**src/fuse_prog_pkg.sv**
```systemverilog
// Package of constants and carrier types for the fuse programming controller.
package fuse_prog_pkg;

   // ****************************************************************
   // Register map of the controller's own AXI4-Lite registers.
   // ****************************************************************
   localparam logic [7:0] ctrl_offset = 8'h00;     // Command register.
   localparam logic [7:0] seq_offset = 8'h04;      // Sequence arguments.
   localparam logic [7:0] status_offset = 8'h08;   // Busy and power state.
   localparam logic [7:0] readback_offset = 8'h0c; // Fuse bits seen in read mode.
   localparam logic [7:0] timing_offset = 8'h10;   // Pulse width in cycles.

   // Field positions in the command register.
   localparam int cmd_lsb = 0;  // Command code, bits 2..0.
   localparam int go_bit = 3;   // Writing one starts the command.
   // Field positions in the sequence register.
   localparam int mode_lsb = 0;   // Mode key, bits 1..0.
   localparam int param_lsb = 4;  // Parameter key, bits 6..4.
   localparam int code_lsb = 8;   // Code or bit count, bits 15..8.

   // ****************************************************************
   // Timing figures.
   // ****************************************************************
   localparam int clk_mhz = 20;              // Core clock rate.
   localparam int pulse_us = 20;             // Default programming pulse width.
   localparam int pulse_cycles = pulse_us * clk_mhz;
   localparam int gap_us = 20;               // Low time between pulses.
   localparam int gap_cycles = gap_us * clk_mhz;
   localparam int blow_us = 100;             // Blow pulse width.
   localparam int blow_cycles = blow_us * clk_mhz;
   localparam int power_off_us = 200;        // Supply off time of a power cycle.
   localparam int power_off_cycles = power_off_us * clk_mhz;

   // ****************************************************************
   // Commands, levels and carriers.
   // ****************************************************************
   localparam logic [2:0] cmd_power_cycle = 3'h1; // Cycle the device supply.
   localparam logic [2:0] cmd_try = 3'h2;         // Select parameter and add code pulses.
   localparam logic [2:0] cmd_blow = 3'h3;        // Address one bit and blow it.
   localparam logic [2:0] cmd_read = 3'h4;        // Read nine fuse bits.
   localparam logic [2:0] cmd_try_next = 3'h5;    // Re-enter parameter selection in try mode.
   localparam int read_bits = 9;                  // Bits 0 to 8 are reported.

   // Pin level requested from the analog driver.
   typedef enum logic [1:0] {
      level_low = 2'h0,
      level_mid = 2'h1,
      level_high = 2'h2
   } level_type;

   // Drive request toward the pin driver.
   typedef struct packed {
      logic drive_en;      // The programmer drives the output pin.
      level_type level;    // Level to drive.
      logic supply_on;     // Device supply switched on.
   } pin_drive_type;

endpackage : fuse_prog_pkg

```
**src/fuse_programmer.sv**
```systemverilog
// Host controller that programs the fuse device through its output pin.
//
// The register addresses and the AXI4-Lite register port were chosen for this implementation.
`timescale 1ns/100ps

// Notes on behaviour
// - Cycle supply after each blown bit.
// - Two high pulses enter parameter selection.
// - High blow pulse blows bit, then power cycle.
// - Program offset parameter last in try mode.
module fuse_programmer #(
   parameter int pulse_cycles = fuse_prog_pkg::pulse_cycles,
   parameter int gap_cycles = fuse_prog_pkg::gap_cycles,
   parameter int blow_cycles = fuse_prog_pkg::blow_cycles,
   parameter int power_off_cycles = fuse_prog_pkg::power_off_cycles
) (
   input wire logic core_clk,
   input wire logic reset,
   input wire logic clk_en,
   // AXI4-Lite slave.
   input wire logic [7:0] s_awaddr,
   input wire logic s_awvalid,
   output logic s_awready,
   input wire logic [31:0] s_wdata,
   input wire logic [3:0] s_wstrb,
   input wire logic s_wvalid,
   output logic s_wready,
   output logic [1:0] s_bresp,
   output logic s_bvalid,
   input wire logic s_bready,
   input wire logic [7:0] s_araddr,
   input wire logic s_arvalid,
   output logic s_arready,
   output logic [31:0] s_rdata,
   output logic [1:0] s_rresp,
   output logic s_rvalid,
   input wire logic s_rready,
   // Device side.
   output fuse_prog_pkg::pin_drive_type pin_drive,
   input wire logic current_high   // Comparator: supply current raised by 500 uA.
);

   // ****************************************************************
   // Sequencer states.
   // ****************************************************************
   typedef enum logic [3:0] {
      st_idle = 4'h0,
      st_pulse = 4'h1,
      st_gap = 4'h3,
      st_next = 4'h2,
      st_power_off = 4'h6,
      st_power_on = 4'h7
   } seq_state_type;

   // Pulse step kinds held in the step program.
   localparam logic [1:0] step_high = 2'h0;
   localparam logic [1:0] step_mid = 2'h1;
   localparam logic [1:0] step_blow = 2'h2;
   localparam logic [1:0] step_end = 2'h3;

   seq_state_type state_q, state_d;           // Sequencer state.
   logic [2:0] cmd_q;                         // Running command.
   logic [1:0] mode_q;                        // Mode key argument.
   logic [2:0] param_q;                       // Parameter key argument.
   logic [7:0] code_q;                        // Code or bit count argument.
   logic [15:0] width_q;                      // Programmed pulse width.
   logic [4:0] phase_q;                       // Step phase within a command.
   logic [7:0] count_q;                       // Mids left in the current phase.
   logic [19:0] timer_q;                      // Cycle timer.
   logic [8:0] readback_q;                    // Fuse bits read back.
   logic [3:0] bit_q;                         // Read bit index.
   logic supply_q;                            // Supply switch.
   logic cur_s1_q, cur_s2_q;                  // Synchroniser for the comparator.
   logic aw_q, w_q;                           // Write address and data taken.
   logic [7:0] awaddr_q;                      // Held write address.
   logic [31:0] wdata_q;                      // Held write data.
   logic [1:0] strb_q;                        // Held strobes of the two low byte lanes.

   // ****************************************************************
   // Step program: the pulse train of each command as phases.
   // ****************************************************************
   // Each phase gives the kind of pulse that opens the next phase and its own count of mids.
   logic [1:0] step_kind;   // Kind of current phase.
   logic [7:0] step_mids;   // Mids to send after the phase high.
   always_comb
   begin
      step_kind = step_end;
      step_mids = 8'h00;
      case (phase_q)
         // One high leaves the initial state; mids before it are ignored.
         5'h0:
         begin
            step_kind = step_high;
            step_mids = {6'h00, mode_q};   // Mode key count.
         end
         // Two highs enter parameter selection.
         5'h1:
         begin
            step_kind = step_high;
            step_mids = 8'h00;
         end
         5'h2:
         begin
            step_kind = step_high;
            step_mids = {5'h00, param_q};   // Parameter key count.
         end
         // One high enters bit field addressing and mids address it.
         5'h3:
         begin
            step_kind = (cmd_q == fuse_prog_pkg::cmd_blow) ? step_blow : step_end;
            step_mids = (cmd_q == fuse_prog_pkg::cmd_read) ? 8'(fuse_prog_pkg::read_bits - 1)
                                                           : code_q;
         end
         // The long blow high closes the train; the supply is cycled after it.
         5'h4:
         begin
            step_kind = step_end;
            step_mids = 8'h00;
         end
         default:
         begin
            step_kind = step_end;
            step_mids = 8'h00;
         end
      endcase
   end

   // ****************************************************************
   // Register bus decode.
   // ****************************************************************
   wire busy = (state_q != st_idle);
   wire wr_fire = aw_q && w_q && !s_bvalid;
   wire wr_ctrl = wr_fire && (awaddr_q == fuse_prog_pkg::ctrl_offset);
   wire start = wr_ctrl && wdata_q[fuse_prog_pkg::go_bit] && !busy;
   wire [2:0] new_cmd = wdata_q[fuse_prog_pkg::cmd_lsb +: 3];
   wire timer_done = (timer_q == 20'h00000);
   wire [31:0] status_word = {30'h0, supply_q, busy};
   wire [31:0] rd_word =
      (s_araddr == fuse_prog_pkg::seq_offset) ? {16'h0, code_q, 1'b0, param_q, 2'h0, mode_q} :
      (s_araddr == fuse_prog_pkg::status_offset) ? status_word :
      (s_araddr == fuse_prog_pkg::readback_offset) ? {23'h0, readback_q} :
      (s_araddr == fuse_prog_pkg::timing_offset) ? {16'h0, width_q} :
      (s_araddr == fuse_prog_pkg::ctrl_offset) ? {29'h0, cmd_q} : 32'h0;
   wire rd_known = (s_araddr <= fuse_prog_pkg::timing_offset) && (s_araddr[1:0] == 2'h0);
   assign s_awready = !aw_q;
   assign s_wready = !w_q;
   assign s_arready = !s_rvalid;

   // Write channel: take address and data in either order, answer once both are held.
   always_ff @(posedge core_clk)
   begin
      if (reset)
      begin
         aw_q <= 1'b0;
         w_q <= 1'b0;
         awaddr_q <= 8'h00;
         wdata_q <= 32'h0;
         strb_q <= 2'h0;
         s_bvalid <= 1'b0;
         s_bresp <= 2'h0;
      end
      else if (clk_en)
      begin
         if (s_awvalid && !aw_q)
         begin
            aw_q <= 1'b1;
            awaddr_q <= s_awaddr;
         end
         if (s_wvalid && !w_q)
         begin
            w_q <= 1'b1;
            wdata_q <= s_wdata;
            strb_q <= s_wstrb[1:0];
         end
         if (wr_fire)
         begin
            s_bvalid <= 1'b1;
            s_bresp <= (awaddr_q <= fuse_prog_pkg::timing_offset) ? 2'h0 : 2'h2;
         end
         else if (s_bvalid && s_bready)
         begin
            s_bvalid <= 1'b0;
            aw_q <= 1'b0;
            w_q <= 1'b0;
         end
      end
   end

   // Read channel: one-cycle answer, unmapped addresses give SLVERR.
   always_ff @(posedge core_clk)
   begin
      if (reset)
      begin
         s_rvalid <= 1'b0;
         s_rdata <= 32'h0;
         s_rresp <= 2'h0;
      end
      else if (clk_en)
      begin
         if (s_arvalid && !s_rvalid)
         begin
            s_rvalid <= 1'b1;
            s_rdata <= rd_word;
            s_rresp <= rd_known ? 2'h0 : 2'h2;
         end
         else if (s_rready)
         begin
            s_rvalid <= 1'b0;
         end
      end
   end

   // Argument registers; writes are ignored while a command runs.
   always_ff @(posedge core_clk)
   begin
      if (reset)
      begin
         mode_q <= 2'h2;
         param_q <= 3'h1;
         code_q <= 8'h00;
         width_q <= 16'(pulse_cycles);
         cmd_q <= 3'h0;
      end
      else if (clk_en && wr_fire && !busy)
      begin
         if (awaddr_q == fuse_prog_pkg::seq_offset && strb_q[0])
         begin
            mode_q <= wdata_q[fuse_prog_pkg::mode_lsb +: 2];
            param_q <= wdata_q[fuse_prog_pkg::param_lsb +: 3];
         end
         if (awaddr_q == fuse_prog_pkg::seq_offset && strb_q[1])
         begin
            code_q <= wdata_q[fuse_prog_pkg::code_lsb +: 8];
         end
         if (awaddr_q == fuse_prog_pkg::timing_offset)
         begin
            width_q <= wdata_q[15:0];
         end
         if (start)
         begin
            cmd_q <= new_cmd;
         end
      end
   end

   // ****************************************************************
   // Pulse sequencer.
   // ****************************************************************
   // Next state: pulses and gaps alternate until the step program ends.
   always_comb
   begin
      state_d = state_q;
      case (state_q)
         st_idle:
            if (start)
               state_d = (new_cmd == fuse_prog_pkg::cmd_power_cycle) ? st_power_off : st_pulse;
         st_pulse:
            if (timer_done)
               state_d = st_gap;
         st_gap:
            if (timer_done)
               state_d = st_next;
         st_next:
            if (count_q != 8'h00)
               state_d = st_pulse;
            else if (cmd_q == fuse_prog_pkg::cmd_blow && phase_q == 5'h4)
               state_d = st_power_off;   // Cycle supply after each blown bit.
            else if (step_kind == step_end)
               state_d = st_idle;   // Drive released; trial values stay applied.
            else
               state_d = st_pulse;
         st_power_off:
            if (timer_done)
               state_d = st_power_on;
         st_power_on:
            if (timer_done)
               state_d = st_idle;
         default:
            state_d = st_idle;
      endcase
   end

   // Pulse level: a high opens each phase, mids follow it.
   wire in_mids = (count_q != 8'h00) && !(phase_q == 5'h0 && count_q == 8'h00);
   wire fresh_cmd = start && (new_cmd != fuse_prog_pkg::cmd_power_cycle);

   // State, phase, counters and timer.
   always_ff @(posedge core_clk)
   begin
      if (reset)
      begin
         state_q <= st_idle;
         phase_q <= 5'h0;
         count_q <= 8'h00;
         timer_q <= 20'h00000;
         supply_q <= 1'b1;
         pin_drive <= '{drive_en: 1'b0, level: fuse_prog_pkg::level_low, supply_on: 1'b1};
      end
      else if (clk_en)
      begin
         state_q <= state_d;
         if (!timer_done)
            timer_q <= timer_q - 20'h1;
         case (state_q)
            st_idle:
               if (fresh_cmd)
               begin
                  // Try-next starts straight at the high back into parameter select.
                  phase_q <= (new_cmd == fuse_prog_pkg::cmd_try_next) ? 5'h2 : 5'h0;
                  count_q <= 8'h00;
                  timer_q <= 20'(width_q);
                  pin_drive <= '{drive_en: 1'b1, level: fuse_prog_pkg::level_high, supply_on: 1'b1};
               end
               else if (start)
               begin
                  timer_q <= 20'(power_off_cycles);
               end
            st_pulse:
               if (timer_done)
               begin
                  // Falling edge: the device steps its count here.
                  timer_q <= 20'(gap_cycles);
                  pin_drive.level <= fuse_prog_pkg::level_low;
               end
            st_gap:
               if (timer_done && !in_mids && count_q == 8'h00)
               begin
                  count_q <= step_mids;
               end
               else if (timer_done)
               begin
                  count_q <= count_q - 8'h1;
               end
            st_next:
               if (count_q != 8'h00)
               begin
                  timer_q <= 20'(width_q);
                  pin_drive.level <= fuse_prog_pkg::level_mid;
               end
               else if (state_d == st_pulse)
               begin
                  phase_q <= phase_q + 5'h1;
                  timer_q <= (step_kind == step_blow) ? 20'(blow_cycles) : 20'(width_q);
                  pin_drive.level <= fuse_prog_pkg::level_high;
               end
               else
               begin
                  timer_q <= 20'(power_off_cycles);
                  pin_drive.drive_en <= 1'b0;
               end
            st_power_off:
               if (timer_done)
                  timer_q <= 20'(power_off_cycles);
            default:
               ;
         endcase
         // Power cycle clears the trial state in the device, never blown bits.
         supply_q <= (state_d != st_power_off);
         pin_drive.supply_on <= (state_d != st_power_off);
      end
   end

   // ****************************************************************
   // Read back of the serial fuse report.
   // ****************************************************************
   // Comparator sample is taken at the end of each gap in the addressing phase.
   always_ff @(posedge core_clk)
   begin
      if (reset)
      begin
         cur_s1_q <= 1'b0;
         cur_s2_q <= 1'b0;
         readback_q <= 9'h000;
         bit_q <= 4'h0;
      end
      else if (clk_en)
      begin
         cur_s1_q <= current_high;
         cur_s2_q <= cur_s1_q;
         if (fresh_cmd)
         begin
            bit_q <= 4'h0;
            if (new_cmd == fuse_prog_pkg::cmd_read)
               readback_q <= 9'h000;
         end
         else if (cmd_q == fuse_prog_pkg::cmd_read && state_q == st_gap && timer_done &&
                  phase_q >= 5'h3 && bit_q < 4'(fuse_prog_pkg::read_bits))
         begin
            readback_q[bit_q] <= cur_s2_q;   // Bit 0 first, up to bit 8.
            bit_q <= bit_q + 4'h1;
         end
      end
   end

   // Width of the gain field limits try codes; software keeps the offset last.

endmodule : fuse_programmer

```
**config.mk**
```make
export PLATFORM = sky130hd
export DESIGN_NAME = fuse_programmer
export DESIGN_NICKNAME = d
export VERILOG_FILES = /design/src/fuse_prog_pkg.sv /design/src/fuse_programmer.sv
export SDC_FILE = /design/constraint.sdc
export NUM_CORES = 1
export LEC_CHECK = 0
export ABC_CLOCK_PERIOD_IN_PS = 4500
export BUFFER_PORTS_ARGS = -buffer_cell sky130_fd_sc_hd__buf_4
export CAP_MARGIN = 25
export CORE_MARGIN = 2
export CORE_UTILIZATION = 45
export DETAILED_ROUTE_END_ITERATION = 10
export PLACE_DENSITY = 0.64
export SYNTH_ARGS = -nofsm -noshare
export SYNTH_HDL_FRONTEND = slang
export SYNTH_SLANG_ARGS = --single-unit
```
**constraint.sdc**
```tcl
create_clock -name core_clk -period 4.5 [get_ports core_clk]
set_input_delay 0.45 -clock core_clk [delete_from_list [all_inputs] [get_ports core_clk]]
set_output_delay 0.45 -clock core_clk [all_outputs]
set_load 0.005 [all_outputs]
```
==> results.json <==
{
  "status": "complete, no violations",
  "post_synth_num_cell_types": 78,
  "portBuffers": 69,
  "synthesis.area_per_instance_um2": 7.76,
  "holdBufCountCts": 0,
  "insertion_delay_ns": 0.42,
  "antenna_cells": 0,
  "clockBufferDepth": 2,
  "setup-violations-final": 0,
  "overflow_after_grt": 0,
  "route.final.wire_length_mm": 21.7,
  "min_path_type": "in -> reg",
  "final.period_utilization": 0.783,
  "layout.filler_cells": 1550,
  "ctsResizeCount": 0,
  "drv.max_cap_violation_count": 0,
  "fraction_of_final_layout_cells_sized_beyond_drive_strength_1": 0.143,
  "core_um2": 15800,
  "worst-endpoint-arrival_ns": 3.83,
  "synth.area.top_cells": "sky130_fd_sc_hd__dfxtp_1, sky130_fd_sc_hd__nand2_1, sky130_fd_sc_hd__a21oi_1",
  "synth-async-reset-ratio": 0,
  "initial_utilization": 0.457,
  "clock-root-buffer": "sky130_fd_sc_hd__clkbuf_16",
  "unrepaired_setup_endpoints_after_global_routing": "no",
  "dp_hpwl_mm": 15.3,
  "cts-buffers-inserted": 17,
  "final-seq-area_um2": 2720,
  "finClkSkew_ns": 0.0100,
  "worstSetupEndpointType": "flip-flop",
  "multi_input_comb_area_um2": 4130,
  "clock_tree_from_tritoncts": "built",
  "floorplan.die_area_um2": 17000,
  "grt_first_pass_wirelength_mm": 34.0,
  "synth.ff_latch_count": 136,
  "clock.fmax_mhz": 284,
  "wire_per_inst_um": 17.9,
  "netlist.top_cell.by_area": "sky130_fd_sc_hd__dfxtp_1",
  "drt_iter0_markers": 627,
  "cts_post_setup_buffers_inserted": 0,
  "ys.flop_type": "sky130_fd_sc_hd__dfxtp_1",
  "first_global_vias": 6411,
  "ys_warn_count": 0,
  "grtUsageMet2": 0.403,
  "fp.dieW_um": 131,
  "finalNetCount": 1055,
  "netlist.area_leader.share": 0.378,
  "synth-edff-count": 0,
  "final.hold.worst_slack_ns": 0.263,
  "grt_start_max_net_pins": 63,
  "std_cell_rows": 46,
  "viasPerCell": 5.84,
  "grt_usage": 0.259,
  "place_congestion": 0.909,
  "post-route-min-period_ns": 3.52,
  "antenna_found_initial": 0,
  "final_common_cell": "sky130_fd_sc_hd__nand2_1",
  "via_count": 7067,
  "cts_htree_levels": 4,
  "vdd_ir_drop_max_mv": 0.289,
  "worst_slew_margin_rel": 0.349,
  "drc_errors": 0,
  "critical_path_peak_fanout": 15,
  "areaGrowthSynthToFinish_pct": 17.6,
  "grtUsageMet1": 0.352,
  "post_synth_inst_count": 929,
  "grt.busiest_layer": "met2",
  "drt-pass1-iter-count": 5,
  "tightestPinTransition_ns": 0.967,
  "final-hold-violation-count": 0,
  "seq_area_frac_synth": 0.378,
  "total_leakage_power_nw": 3.32,
  "clock_sink_count": 136,
  "pwr_density_cell_nw_per_um2": 433,
  "maxSlewViolCount": 0,
  "worstSetupPathType": "reg -> reg",
  "use_met3": 0.0493,
  "clock_edge_transition_at_the_registers_on_the_reported_setup_and_hold_paths_ns": 0.06,
  "detail-route-antenna-nets": 0,
  "endpoint_required_time_on_the_critical_path_ns": 4.80,
  "timing.setup.tns_ns": 0,
  "mostFrequentLayoutCells": "sky130_fd_sc_hd__nand2_1, sky130_fd_sc_hd__dfxtp_1, sky130_fd_sc_hd__a21oi_1",
  "chipHeight_um": 131,
  "synth.cell_area_um2": 7210,
  "design.portCount": 106,
  "startpoint_type": "flip-flop"
}
-- synth_stat cells, types with 6 or more instances --
library cell               instances
sky130_fd_sc_hd__a211oi_1         10
sky130_fd_sc_hd__a21oi_1         107
sky130_fd_sc_hd__a221oi_1         11
sky130_fd_sc_hd__a22oi_1           6
sky130_fd_sc_hd__a31oi_1           8
sky130_fd_sc_hd__and3_1            6
sky130_fd_sc_hd__buf_1             6
sky130_fd_sc_hd__buf_4            19
sky130_fd_sc_hd__clkbuf_1         40
sky130_fd_sc_hd__dfxtp_1         136
sky130_fd_sc_hd__ha_1             13
sky130_fd_sc_hd__inv_1            20
sky130_fd_sc_hd__mux2i_1          25
sky130_fd_sc_hd__nand2_1         146
sky130_fd_sc_hd__nand3_1          30
sky130_fd_sc_hd__nor2_1           97
sky130_fd_sc_hd__nor3_1           40
sky130_fd_sc_hd__nor4_1           12
sky130_fd_sc_hd__o211ai_1          7
sky130_fd_sc_hd__o21ai_0          47
sky130_fd_sc_hd__o31ai_1           6
sky130_fd_sc_hd__or3_1             7
sky130_fd_sc_hd__or4_1            10
sky130_fd_sc_hd__xnor2_1          10
-- per-stage QoR --
step	total power, mW	area, µm²	setup WS, ns	util	instances
3_5_place_dp	2.16	7830	1.06	0.497	1177
4_1_cts	3.67	8470	1.03	0.537	1209
2_1_floorplan	1.96	7270	1.73	-	946
5_1_grt	3.83	8480	0.831	0.538	1210
3_3_place_gp	2.16	7830	1.10	0.497	1177
6_report	3.67	8480	0.976	0.538	1210
-- path summary, 6_finish.rpt --
path / to / slack, ns / start / cells after the start
worst min-delay path: awaddr_q[3] / 0.26 / s_awaddr[3] / 3
worst min register to register: wdata_q[7] / 0.46 / wdata_q[7] / 2
worst max register to register: timer_q[2] / 0.98 / timer_q[0] / 9
worst max-delay path: timer_q[2] / 0.98 / timer_q[0] / 9
-- sequential cells by signal, indices dropped and copies added (netlist names), 2 cells and up --
name / cells
phase_q: 5
bit_q: 4
width_q: 16
count_q: 8
timer_q: 20
code_q: 8
mode_q: 2
pin_drive: 3
readback_q: 9
param_q: 3
wdata_q: 16
strb_q: 2
cmd_q: 3
awaddr_q: 8
state_q: 4
s_rdata: 16
-- routing by layer --
| layer | share of wire | vias to the layer above |
|---|---|---|
| li1 | - | 3436 |
| met1 | 0.44 | 3304 |
| met2 | 0.45 | 276 |
| met3 | 0.073 | 51 |
| met4 | 0.035 | 0 |
| met5 | 0 | - |
-- power by group --
group | total [mW] | switching, mW | internal [mW]
clock network | 1.52 | 0.544 | 0.972
logic | 0.809 | 0.492 | 0.316
registers | 1.35 | 0.0802 | 1.27
total | 3.67 | 1.12 | 2.56
-- worst max-delay path, stage by stage (launching register included) --
cell and delay (ns):
sky130_fd_sc_hd__dfxtp_1 0.35, sky130_fd_sc_hd__inv_1 0.10, sky130_fd_sc_hd__ha_1 0.21, sky130_fd_sc_hd__or4b_1 0.53, sky130_fd_sc_hd__or4_4 0.57, sky130_fd_sc_hd__nor2_8 0.27, sky130_fd_sc_hd__o211ai_1 0.21, sky130_fd_sc_hd__o21ai_2 0.45
sky130_fd_sc_hd__o21ai_1 0.34, sky130_fd_sc_hd__a211o_1 0.37
-- kinds of logic after synthesis --
| kind of cell | after synthesis | share of synthesized area |
|---|---|---|
| AO/OA/AOI/OAI | 258 | 0.228 |
| XOR/XNOR | 14 | 0.0170 |
| adder cells (fa/ha/maj) | 13 | 0.0226 |
| buffers and inverters | 90 | 0.0594 |
| flip-flops | 136 | 0.378 |
| multiplexers | 26 | 0.0363 |
| other | 1 | 0.000520 |
| AND/OR/NAND/NOR | 391 | 0.259 |
-- final cells by class --
type / instances / area share
clock inverters: 11 / 0.0199
well taps: 216 / 0.0319
flip-flops and latches: 136 / 0.321
inverters: 22 / 0.0100
multi-input cells: 720 / 0.487
clock buffers: 21 / 0.0555
repair buffers: 84 / 0.0744
Power figures use the tool's default switching activity.
